===== src/rtl/hcis_pkg.sv =====
// Purpose: Shared constants and carriers for the channel interrupt status block
// Assumes: Single clock, synchronous active-high reset
// Notes:   Bit positions of the status words, FIFO geometry and timing counts
package hcis_pkg;

  // B-channel status positions
  localparam int unsigned BST_XPR_BIT  = 0;
  localparam int unsigned BEX_XMR_BIT  = 0;
  localparam int unsigned BEX_XDU_BIT  = 1;

  // D-channel status word positions
  localparam int unsigned DST_W        = 8;
  localparam int unsigned DST_RME      = 7;
  localparam int unsigned DST_RPF      = 6;
  localparam int unsigned DST_RSC      = 5;
  localparam int unsigned DST_XPR      = 4;
  localparam int unsigned DST_TIN      = 3;
  localparam int unsigned DST_CIC      = 2;
  localparam int unsigned DST_EXI      = 1;
  localparam int unsigned DST_SECOND_TIMER_FLAG     = 0;

  // D-channel extended status word positions
  localparam int unsigned DEX_W        = 4;
  localparam int unsigned DEX_XMR      = 3;
  localparam int unsigned DEX_XDU      = 2;
  localparam int unsigned DEX_PCE      = 1;
  localparam int unsigned DEX_RFO      = 0;

  localparam logic [DST_W-1:0] DST_RESET = 8'h00;
  localparam logic [DEX_W-1:0] DEX_RESET = 4'h0;

  // FIFO geometry
  localparam int unsigned BCH_POOL_BYTES = 64;
  localparam int unsigned DCH_POOL_BYTES = 32;
  localparam int unsigned POOLS          = 2;
  localparam int unsigned RBC_W          = 5;

  // Flag set latency after the event, in cycles
  localparam int unsigned SET_LATENCY    = 1;

  // Events of one B-channel transmitter
  typedef struct packed {
    logic transmitter_reset_cmd;        // transmitter reset command
    logic transparent_transmit_cmd;         // transparent transmit command
    logic end_of_message_cmd;         // end of message command
    logic pool_freed;  // a 64-byte pool became empty
    logic fcs_done;    // closing flag shifted out
    logic repeat_req;  // last frame must be resent
    logic fifo_empty;  // all data shifted onto serial output
  } hcis_bev_s;

  // Events of the D-channel controller
  typedef struct packed {
    logic rx_pool_full;
    logic rx_msg_end;
    logic [RBC_W-1:0] rx_count;
    logic rx_frame_lost;
    logic rx_bad_nr;
    logic rx_s_with_i;
    logic rx_rr_rnr;
    logic tx_pool_freed;
    logic tx_acked;
    logic tx_error;
    logic tx_nak;
    logic tx_fifo_empty;
    logic tx_eom_given;
    logic ext_timer;
    logic retransmission_timer_out;
    logic retry_counter_out;
    logic timer2;
    logic ci_change;
  } hcis_dev_s;

  // Host read strobes
  typedef struct packed {
    logic rd_dst;
    logic rd_dex;
    logic rd_ci;
    logic rd_bst;
    logic rd_bex;
  } hcis_rd_s;

endpackage


===== src/rtl/hcis_top.sv =====
// Purpose: Interrupt status logic of the B and D channel HDLC controllers
// Assumes: Events are one-cycle pulses from logic on clock_i; reads are strobes
// Notes:   Status words are read-to-clear; int_request_n_o is active low
`timescale 1ns/10ps
`default_nettype none
// Behaviour
// - B transmit pool ready raised when a 64-byte pool empties, also after reset cmd.
// - During an open B frame without end of message, pool ready repeats per pool.
// - After end of message, pool ready waits until checksum and closing flag left.
// - B message repeat flag set when last frame must be resent.
// - B underrun flag set on empty FIFO during an open frame with no end-of-message command.
// - Reading D status clears all unmasked bits except command-indicate change and extended indication.
// - Reading D extended status clears it and the extended indication.
// - Masked D status bits other than command-indicate change and extended indication are hidden, stay pending, and reads do not clear them.
// - Masked extended indication is neither set nor drives the interrupt.
// - Command-indicate change sets even when masked, but then no interrupt.
// - D channel has receive and transmit FIFOs of two 32-byte pools.
// - D receive pool full raised at 32 octets of unfinished frame.
// - D receive message end raised at frame end, with 5-bit byte count.
// - D receive overflow set when a whole frame is lost for lack of space.
// - Protocol error set in automatic mode on bad sequence number or S frame with data.
// - D transmit pool ready on free space, or on acknowledgement in automatic mode.
// - D message repeat set on transmit error or, in automatic mode, peer negative acknowledge.
// - D underrun set when FIFO empties before end of message.
// - Peer status change raised in automatic mode on RR or RNR frame.
// - Primary timer flag on external timer or, in automatic mode, both retransmission timer and retry expiry.
// - Second timer flag on each expiry of timer two, no acknowledge needed.
// - Interrupt request held low until every unmasked source is read clear.
module hcis_top #(
  parameter int unsigned NUM_BCH   = 2,
  parameter int unsigned POOL_D    = hcis_pkg::DCH_POOL_BYTES,
  parameter int unsigned POOL_B    = hcis_pkg::BCH_POOL_BYTES
) (
  input  wire logic                          clock_i,
  input  wire logic                          reset_i,
  input  wire hcis_pkg::hcis_bev_s [NUM_BCH-1:0] bch_ev_i,
  input  wire hcis_pkg::hcis_dev_s           dch_ev_i,
  input  wire hcis_pkg::hcis_rd_s  [NUM_BCH-1:0] bch_rd_i,
  input  wire hcis_pkg::hcis_rd_s            dch_rd_i,
  input  wire logic                          auto_mode_i,
  input  wire logic [hcis_pkg::DST_W-1:0]    dchan_mask_reg_i,
  input  wire logic                          ext_ind_mask_i,
  input  wire logic [NUM_BCH-1:0]            bch_mask_i,
  output logic [NUM_BCH-1:0]                 bch_pool_ready_o,
  output logic [2*NUM_BCH-1:0]               bch_ext_o,
  output logic [hcis_pkg::DST_W-1:0]         dchan_status_reg_o,
  output logic [hcis_pkg::DEX_W-1:0]         dchan_extended_status_reg_o,
  output logic [hcis_pkg::RBC_W-1:0]         receive_byte_count_field_o,
  output logic                               dchan_extended_indication_o,
  output logic [hcis_pkg::DST_W-1:0]         dchan_pending_o,
  output logic                               int_request_n_o
);

  // Two pools per FIFO direction; depth fixed by the pool size
  localparam int unsigned DFIFO_BYTES = hcis_pkg::POOLS * POOL_D;

  logic [hcis_pkg::DST_W-1:0] dst_q, dst_d, dst_set;
  logic [hcis_pkg::DEX_W-1:0] dex_q, dex_d, dex_set;
  logic                       exi_q, exi_d;
  logic [hcis_pkg::RBC_W-1:0] rbc_q, rbc_d;
  logic [hcis_pkg::DST_W-1:0] visible;
  logic [NUM_BCH-1:0]         bch_any;
  logic                       d_int;

  // B channel transmitters
  genvar g;
  generate
    for (g = 0; g < NUM_BCH; g++) begin : g_bch
      logic [1:0] ext_w;
      hcis_bchan_tx u_btx (
        .clock_i      (clock_i),
        .reset_i      (reset_i),
        .ev_i         (bch_ev_i[g]),
        .rd_status_i  (bch_rd_i[g].rd_bst),
        .rd_ext_i     (bch_rd_i[g].rd_bex),
        .pool_ready_o (bch_pool_ready_o[g]),
        .ext_o        (ext_w)
      );
      assign bch_ext_o[2*g+1:2*g] = ext_w;
      assign bch_any[g] = ~bch_mask_i[g] & (bch_pool_ready_o[g] | (|ext_w));
    end
  endgenerate

  // Event decode for the D channel
  always_comb begin
    dst_set = '0;
    dex_set = '0;
    dst_set[hcis_pkg::DST_RPF]  = dch_ev_i.rx_pool_full;
    dst_set[hcis_pkg::DST_RME]  = dch_ev_i.rx_msg_end;
    dst_set[hcis_pkg::DST_RSC]  = auto_mode_i & dch_ev_i.rx_rr_rnr;
    dst_set[hcis_pkg::DST_XPR]  = dch_ev_i.tx_pool_freed
                                | (auto_mode_i & dch_ev_i.tx_acked);
    dst_set[hcis_pkg::DST_TIN]  = dch_ev_i.ext_timer
                                | (auto_mode_i & dch_ev_i.retransmission_timer_out
                                   & dch_ev_i.retry_counter_out);
    dst_set[hcis_pkg::DST_SECOND_TIMER_FLAG] = dch_ev_i.timer2;
    dst_set[hcis_pkg::DST_CIC]  = dch_ev_i.ci_change;
    dex_set[hcis_pkg::DEX_RFO]  = dch_ev_i.rx_frame_lost;
    dex_set[hcis_pkg::DEX_PCE]  = auto_mode_i
                                & (dch_ev_i.rx_bad_nr | dch_ev_i.rx_s_with_i);
    dex_set[hcis_pkg::DEX_XMR]  = dch_ev_i.tx_error
                                | (auto_mode_i & dch_ev_i.tx_nak);
    dex_set[hcis_pkg::DEX_XDU]  = dch_ev_i.tx_fifo_empty
                                & ~dch_ev_i.tx_eom_given;
  end

  // Read-clear and masking
  always_comb begin
    logic [hcis_pkg::DST_W-1:0] clr;
    clr = '0;
    if (dch_rd_i.rd_dst) begin
      // Only unmasked bits clear; masked ones stay pending
      clr = ~dchan_mask_reg_i;
      clr[hcis_pkg::DST_CIC] = 1'b0;
      clr[hcis_pkg::DST_EXI] = 1'b0;
    end
    if (dch_rd_i.rd_ci) begin
      clr[hcis_pkg::DST_CIC] = 1'b1;
    end
    dst_d = dst_set | (dst_q & ~clr);
    dex_d = dex_set | (dex_q & ~{hcis_pkg::DEX_W{dch_rd_i.rd_dex}});
    // Indication follows pending extended bits unless masked at top level
    exi_d = ~ext_ind_mask_i & ((|dex_set) | (exi_q & ~dch_rd_i.rd_dex));
    rbc_d = dch_ev_i.rx_msg_end ? dch_ev_i.rx_count : rbc_q;
  end

  always_ff @(posedge clock_i) begin
    if (reset_i) begin
      dst_q <= hcis_pkg::DST_RESET;
      dex_q <= hcis_pkg::DEX_RESET;
      exi_q <= 1'b0;
      rbc_q <= '0;
    end else begin
      dst_q <= dst_d;
      dex_q <= dex_d;
      exi_q <= exi_d;
      rbc_q <= rbc_d;
    end
  end

  // Status word as seen by a read: masked bits hidden except the CI change and the extended indication
  always_comb begin
    visible = dst_q & ~dchan_mask_reg_i;
    visible[hcis_pkg::DST_CIC] = dst_q[hcis_pkg::DST_CIC];
    visible[hcis_pkg::DST_EXI] = exi_q;
  end

  // CI change shows but does not interrupt while masked
  assign d_int = |(dst_q & ~dchan_mask_reg_i) | exi_q;

  assign dchan_status_reg_o          = visible;
  assign dchan_extended_status_reg_o = dex_q;
  assign receive_byte_count_field_o  = rbc_q;
  assign dchan_extended_indication_o = exi_q;
  assign dchan_pending_o             = dst_q;
  assign int_request_n_o             = ~(d_int | (|bch_any));

  AST_D_SET_LAT: assert property (@(posedge clock_i) disable iff (reset_i)
    dch_ev_i.rx_pool_full |=> dst_q[hcis_pkg::DST_RPF])
    else $error("pool full not set one cycle later");
  AST_D_RME_CNT: assert property (@(posedge clock_i) disable iff (reset_i)
    dch_ev_i.rx_msg_end |=> (dst_q[hcis_pkg::DST_RME]
      && rbc_q == $past(dch_ev_i.rx_count)))
    else $error("message end or count wrong");
  AST_D_RD_CLR: assert property (@(posedge clock_i) disable iff (reset_i)
    (dch_rd_i.rd_dst && !dchan_mask_reg_i[hcis_pkg::DST_RPF]
      && !dch_ev_i.rx_pool_full) |=> !dst_q[hcis_pkg::DST_RPF])
    else $error("read did not clear");
  AST_D_CIC_KEEP: assert property (@(posedge clock_i) disable iff (reset_i)
    (dst_q[hcis_pkg::DST_CIC] && dch_rd_i.rd_dst && !dch_rd_i.rd_ci)
      |=> dst_q[hcis_pkg::DST_CIC])
    else $error("CI change cleared by status read");
  AST_D_MASK_KEEP: assert property (@(posedge clock_i) disable iff (reset_i)
    (dst_q[hcis_pkg::DST_RME] && dchan_mask_reg_i[hcis_pkg::DST_RME]
      && dch_rd_i.rd_dst) |=> dst_q[hcis_pkg::DST_RME])
    else $error("masked pending bit lost");
  AST_D_EXI_MASK: assert property (@(posedge clock_i) disable iff (reset_i)
    ext_ind_mask_i |=> !exi_q) else $error("masked indication set");
  AST_D_EXD_CLR: assert property (@(posedge clock_i) disable iff (reset_i)
    (dch_rd_i.rd_dex && !(|dex_set)) |=> (dex_q == '0 && !exi_q))
    else $error("extended read did not clear");
  AST_D_PCE_AUTO: assert property (@(posedge clock_i) disable iff (reset_i)
    (!auto_mode_i && !dex_q[hcis_pkg::DEX_PCE]) |=> !dex_q[hcis_pkg::DEX_PCE])
    else $error("protocol error outside auto mode");
  AST_D_CIC_NOINT: assert property (@(posedge clock_i) disable iff (reset_i)
    (dst_q == (8'h01 << hcis_pkg::DST_CIC) && dchan_mask_reg_i[hcis_pkg::DST_CIC]
      && !exi_q && !(|bch_any)) |-> int_request_n_o)
    else $error("masked CI change interrupts");
  AST_INT_LOW: assert property (@(posedge clock_i) disable iff (reset_i)
    (|(dst_q & ~dchan_mask_reg_i)) |-> !int_request_n_o)
    else $error("interrupt not asserted");

  COV_RPF: cover property (@(posedge clock_i) disable iff (reset_i)
    dch_ev_i.rx_pool_full ##1 dch_rd_i.rd_dst);
  COV_EXD: cover property (@(posedge clock_i) disable iff (reset_i)
    exi_q ##1 dch_rd_i.rd_dex ##1 !exi_q);
  COV_MASKED: cover property (@(posedge clock_i) disable iff (reset_i)
    dst_q[hcis_pkg::DST_XPR] && dchan_mask_reg_i[hcis_pkg::DST_XPR] && dch_rd_i.rd_dst);
  COV_BXPR: cover property (@(posedge clock_i) disable iff (reset_i)
    bch_pool_ready_o[0] && !int_request_n_o);

endmodule
`default_nettype wire


===== src/rtl/hcis_bchan_tx.sv =====
// Purpose: Transmit interrupt flags of one B-channel controller
// Assumes: Event inputs are one-cycle pulses on clock_i
// Notes:   Flags are read-to-clear, a set in the clear cycle wins
`timescale 1ns/10ps
`default_nettype none
module hcis_bchan_tx (
  input  wire logic              clock_i,
  input  wire logic              reset_i,
  input  wire hcis_pkg::hcis_bev_s ev_i,
  input  wire logic              rd_status_i,
  input  wire logic              rd_ext_i,
  output logic                   pool_ready_o,
  output logic [1:0]             ext_o
);

  typedef enum logic [1:0] {
    HCIS_B_IDLE = 2'b00,
    HCIS_B_OPEN = 2'b01,
    HCIS_B_TAIL = 2'b10
  } hcis_bstate_e;

  hcis_bstate_e st_q, st_d;
  logic         xpr_q, xpr_d;
  logic         xmr_q, xmr_d;
  logic         xdu_q, xdu_d;
  logic         xpr_set;

  always_comb begin
    st_d    = st_q;
    xpr_set = 1'b0;
    if (ev_i.transmitter_reset_cmd) begin
      st_d    = HCIS_B_IDLE;
      xpr_set = 1'b1;
    end else begin
      case (st_q)
        HCIS_B_IDLE: begin
          if (ev_i.transparent_transmit_cmd) begin
            st_d = ev_i.end_of_message_cmd ? HCIS_B_TAIL : HCIS_B_OPEN;
          end
        end
        HCIS_B_OPEN: begin
          xpr_set = ev_i.pool_freed;
          if (ev_i.end_of_message_cmd) begin
            st_d = HCIS_B_TAIL;
          end
        end
        HCIS_B_TAIL: begin
          if (ev_i.fcs_done) begin
            st_d    = HCIS_B_IDLE;
            xpr_set = 1'b1;
          end
        end
        default: st_d = HCIS_B_IDLE;
      endcase
    end
    // Set before clear: an event in the read cycle survives
    xpr_d = xpr_set | (xpr_q & ~rd_status_i);
    xmr_d = ev_i.repeat_req | (xmr_q & ~rd_ext_i);
    xdu_d = (ev_i.fifo_empty & (st_q == HCIS_B_OPEN) & ~ev_i.end_of_message_cmd)
          | (xdu_q & ~rd_ext_i);
  end

  always_ff @(posedge clock_i) begin
    if (reset_i) begin
      st_q  <= HCIS_B_IDLE;
      xpr_q <= 1'b0;
      xmr_q <= 1'b0;
      xdu_q <= 1'b0;
    end else begin
      st_q  <= st_d;
      xpr_q <= xpr_d;
      xmr_q <= xmr_d;
      xdu_q <= xdu_d;
    end
  end

  assign pool_ready_o = xpr_q;
  assign ext_o        = {xdu_q, xmr_q};

  AST_B_TRANSMITTER_RESET_CMD_XPR: assert property (@(posedge clock_i) disable iff (reset_i)
    ev_i.transmitter_reset_cmd |=> xpr_q) else $error("pool ready missing after reset cmd");
  AST_B_XDU: assert property (@(posedge clock_i) disable iff (reset_i)
    (ev_i.fifo_empty && st_q == HCIS_B_OPEN && !ev_i.end_of_message_cmd && !ev_i.transmitter_reset_cmd) |=> xdu_q)
    else $error("underrun flag not set");
  AST_B_XMR: assert property (@(posedge clock_i) disable iff (reset_i)
    ev_i.repeat_req |=> xmr_q) else $error("repeat flag not set");

endmodule
`default_nettype wire


===== config.mk =====
export PLATFORM = sky130hd
export DESIGN_NAME = hcis_top
export DESIGN_NICKNAME = d
export VERILOG_FILES = /design/src/rtl/hcis_pkg.sv /design/src/rtl/hcis_top.sv /design/src/rtl/hcis_bchan_tx.sv
export SDC_FILE = /design/constraint.sdc
export NUM_CORES = 1
export LEC_CHECK = 0
export BUFFER_PORTS_ARGS = -buffer_cell sky130_fd_sc_hd__buf_4
export CORE_AREA = 5 5 65 67
export DETAILED_ROUTE_END_ITERATION = 8
export DIE_AREA = 0 0 70 72
export PLACE_DENSITY_LB_ADDON = 0.15
export SETUP_SLACK_MARGIN = 0.15
export SYNTH_ARGS = -nofsm -noshare
export SYNTH_HDL_FRONTEND = slang
export SYNTH_SLANG_ARGS = --single-unit

===== constraint.sdc =====
create_clock -name clock_i -period 2.1 [get_ports clock_i]
set_input_delay 0.105 -clock clock_i [delete_from_list [all_inputs] [get_ports clock_i]]
set_output_delay 0.105 -clock clock_i [all_outputs]
set_load 0.005 [all_outputs]

==> flow_summary.json <==
{
  "syn_avg_cell_area_um2": 8.726,
  "synth_area_um2": 1353,
  "vias": 1388,
  "maxCapViolCount": 0,
  "run_status": "complete, no violations",
  "cts_resized": 0,
  "crit_path_max_incr_delay_ns": 0.49,
  "antenna_found_initial": 0,
  "start_util_pct": 37.80,
  "grt_util_all_layers_pct": 14.74,
  "final_cells": 290,
  "synth.area.top_cells": "dfxtp_1 (40%), ha_1 (7.4%), a21oi_1 (5.6%), buf_4 (5.0%), inv_1 (4.4%)",
  "min_period_over_period_pct": 78.33,
  "grt_overflow": 0,
  "fp.dieW_um": 70,
  "ys_dominant_reg_cell": "dfxtp_1",
  "period_needed_ns": 1.645,
  "grt_pass1_vias": 1314,
  "cts_tree": "built",
  "p_per_area_nw_per_um2": 496.4,
  "via_per_inst": 4.786,
  "hold_class": "in -> reg",
  "synth.distinct_cells": 35,
  "placed_area_um2": 1983,
  "worst_ep_required_time_ns": 2.35,
  "ys_seq_area_share_pct": 39.96,
  "ios": 98,
  "arrival_ns": 1.89,
  "yosysWarnings": 0,
  "final_max_slew_viol_count": 0,
  "cts.htree.levels": 1,
  "die_y_um": 72,
  "grt_pass1_wl_mm": 6.154,
  "yosys.area.top_type": "dfxtp_1",
  "wl_mm": 3.809,
  "cts.sinks": 27,
  "clk_path_buf_depth": 2,
  "place_hpwl_mm": 3.079,
  "gp_congestion": 0.8788,
  "numCtsBuffers": 3,
  "drc": 0,
  "clk_pin_slew_worst_paths_ns": 0.14,
  "regToRegSetupSlack_ns": 0.46,
  "cts_root_buf": "clkbuf_4",
  "cts_setup_buffers": 0,
  "hold_viol": 0,
  "synthCells": 155,
  "finalSetupViolCount": 0,
  "numPortBuffers": 87,
  "p_leak_nw": 1.021,
  "antenna_left": 0,
  "critPathSlowestCell": "or4b_1",
  "synth_nets": 228,
  "endpoint_kind": "flip-flop",
  "timing.fmax_mhz": 607.9,
  "final_area_um2": 2100,
  "clock_skew_ns": 0.008825,
  "dieArea_um2": 5040,
  "nets": 316,
  "grt_max_degree": 29,
  "path_max_fanout": 4,
  "path_cells": "inv_1, ha_1, nor2b_4, or4b_1, a211oi_1",
  "avgRoutedWirePerCell_um": 13.13,
  "worstSetupPathType": "reg -> reg",
  "synth_edf_count": 0,
  "rsz0062_at_grt": "false",
  "drive_gt1_share_pct": 38.43,
  "fin_util_pct": 58.67,
  "start_kind": "flip-flop",
  "first_iter_violations": 55,
  "fp-row-count": 22,
  "worst_skew_pair.late_latency_ns": 0.31,
  "synth-seq-cells": 27,
  "drt_first_pass_iters": 4,
  "synthArstFlopShare_pct": 0,
  "dp_cells": 277,
  "synthToLayoutAreaGrowth_pct": 55.23,
  "diodes": 0,
  "yosysTopAreaCellShare_pct": 39.96,
  "ir_drop_mv": 0.2583,
  "core_area_um2": 3578,
  "tns_ns": 0
}
==> final cells by class <==
cell class	count	area (um^2)
fill	335	1479
timing repair buffer	96	743.2
multi-input combinational	99	669.4
sequential	27	540.5
inverter	16	60.06
tap	48	60.06
clock buffer	4	26.28
==> cells by family (layout without fill, tap and decap cells) <==
family          after synthesis  in the layout  share of synthesized area (%)
simple gates                 45             45                          18.87
other cells                   1              1                         0.2773
fa+ha+maj                     8              8                          7.401
compound gates               40             40                          19.24
buf+inv                      29            116                          10.55
mux                           5              5                          3.700
flops                        27             27                          39.96
==> report_power, final <==
group	internal [mW]	switching (mW)
logic	0.165	0.0998
clock network	0.0742	0.141
registers	0.542	0.0206
total	0.781	0.261
==> through the flow <==
stage               hold slack, ns  setup slack [ns]  total power, mW
CTS                       0.004074            0.4503            1.061
detailed placement          0.2653            0.4715           0.8264
finish                     0.02624            0.4550            1.042
global placement            0.2739            0.5130           0.8241
global route             0.0005076            0.3550            1.121
floorplan                   0.1771            0.5701           0.6748
==> registers in the layout, indices dropped and copies added (netlist names) <==
name,count
dchan_extended_indication_o,1
dchan_extended_status_reg_o,4
dchan_pending_o,7
g_bch.u_btx.pool_ready_o,2
g_bch.u_btx.st_q,4
g_bch.u_btx.xdu_q,2
g_bch.u_btx.xmr_q,2
receive_byte_count_field_o,5
==> critical path: cells and delay by family (launching register included) <==
family	cells	cell delay, ns
and+or+nand+nor	2	0.63
DFF	1	0.40
adders and majority gates	1	0.23
AOI/OAI and AO/OA	1	0.22
buffers and inverters	1	0.08
==> placed cells by master (no fill, tap or decap), types with 3 or more instances in the layout <==
cell,netlist,final
clkbuf_4,0,3
ha_1,8,8
o31ai_1,3,3
nand2b_1,4,4
a221oi_1,3,3
buf_4,9,87
dlygate4sd3_1,0,9
inv_1,16,16
a21oi_1,15,15
o21ai_0,7,7
nand2_1,6,6
mux2i_1,5,5
dfxtp_1,27,27
nor2b_1,7,7
a211oi_1,3,3
nor2_1,14,14
==> synth_stat cells, drive strengths merged, types with 3 or more instances <==
library cell	number
dfxtp	27
inv	16
a21oi	15
nor2	14
buf	9
nor2b	9
ha	8
o21ai	7
nand2	6
mux2i	5
clkbuf	4
nand2b	4
a211oi	3
a221oi	3
o31ai	3
==> worst paths after layout <==
kind	start	to	depth (start not counted)
setup / recovery	g_bch[0].u_btx.st_q[0]	g_bch[0].u_btx.st_q[1]	5
hold / removal	dch_ev_i[15]	receive_byte_count_field_o[0]	3
setup reg to reg	g_bch[0].u_btx.st_q[0]	g_bch[0].u_btx.st_q[1]	5
hold reg to reg	dchan_extended_status_reg_o[2]	dchan_extended_status_reg_o[2]	2
==> routing by layer <==
metal  routed length (um)  GRT usage [%]
met5                    0              0
met4                   14          3.830
met3                  392          5.125
met2                 1715          23.50
met1                 1686          19.10
==> what timing repair did <==
action / 4_1_cts / 5_1_grt
hold buffers: 8 / 1
setup endpoints to repair: 0 / 0
endpoints found under the hold margin: 9 / 1
(Power assumes the default switching activity.)
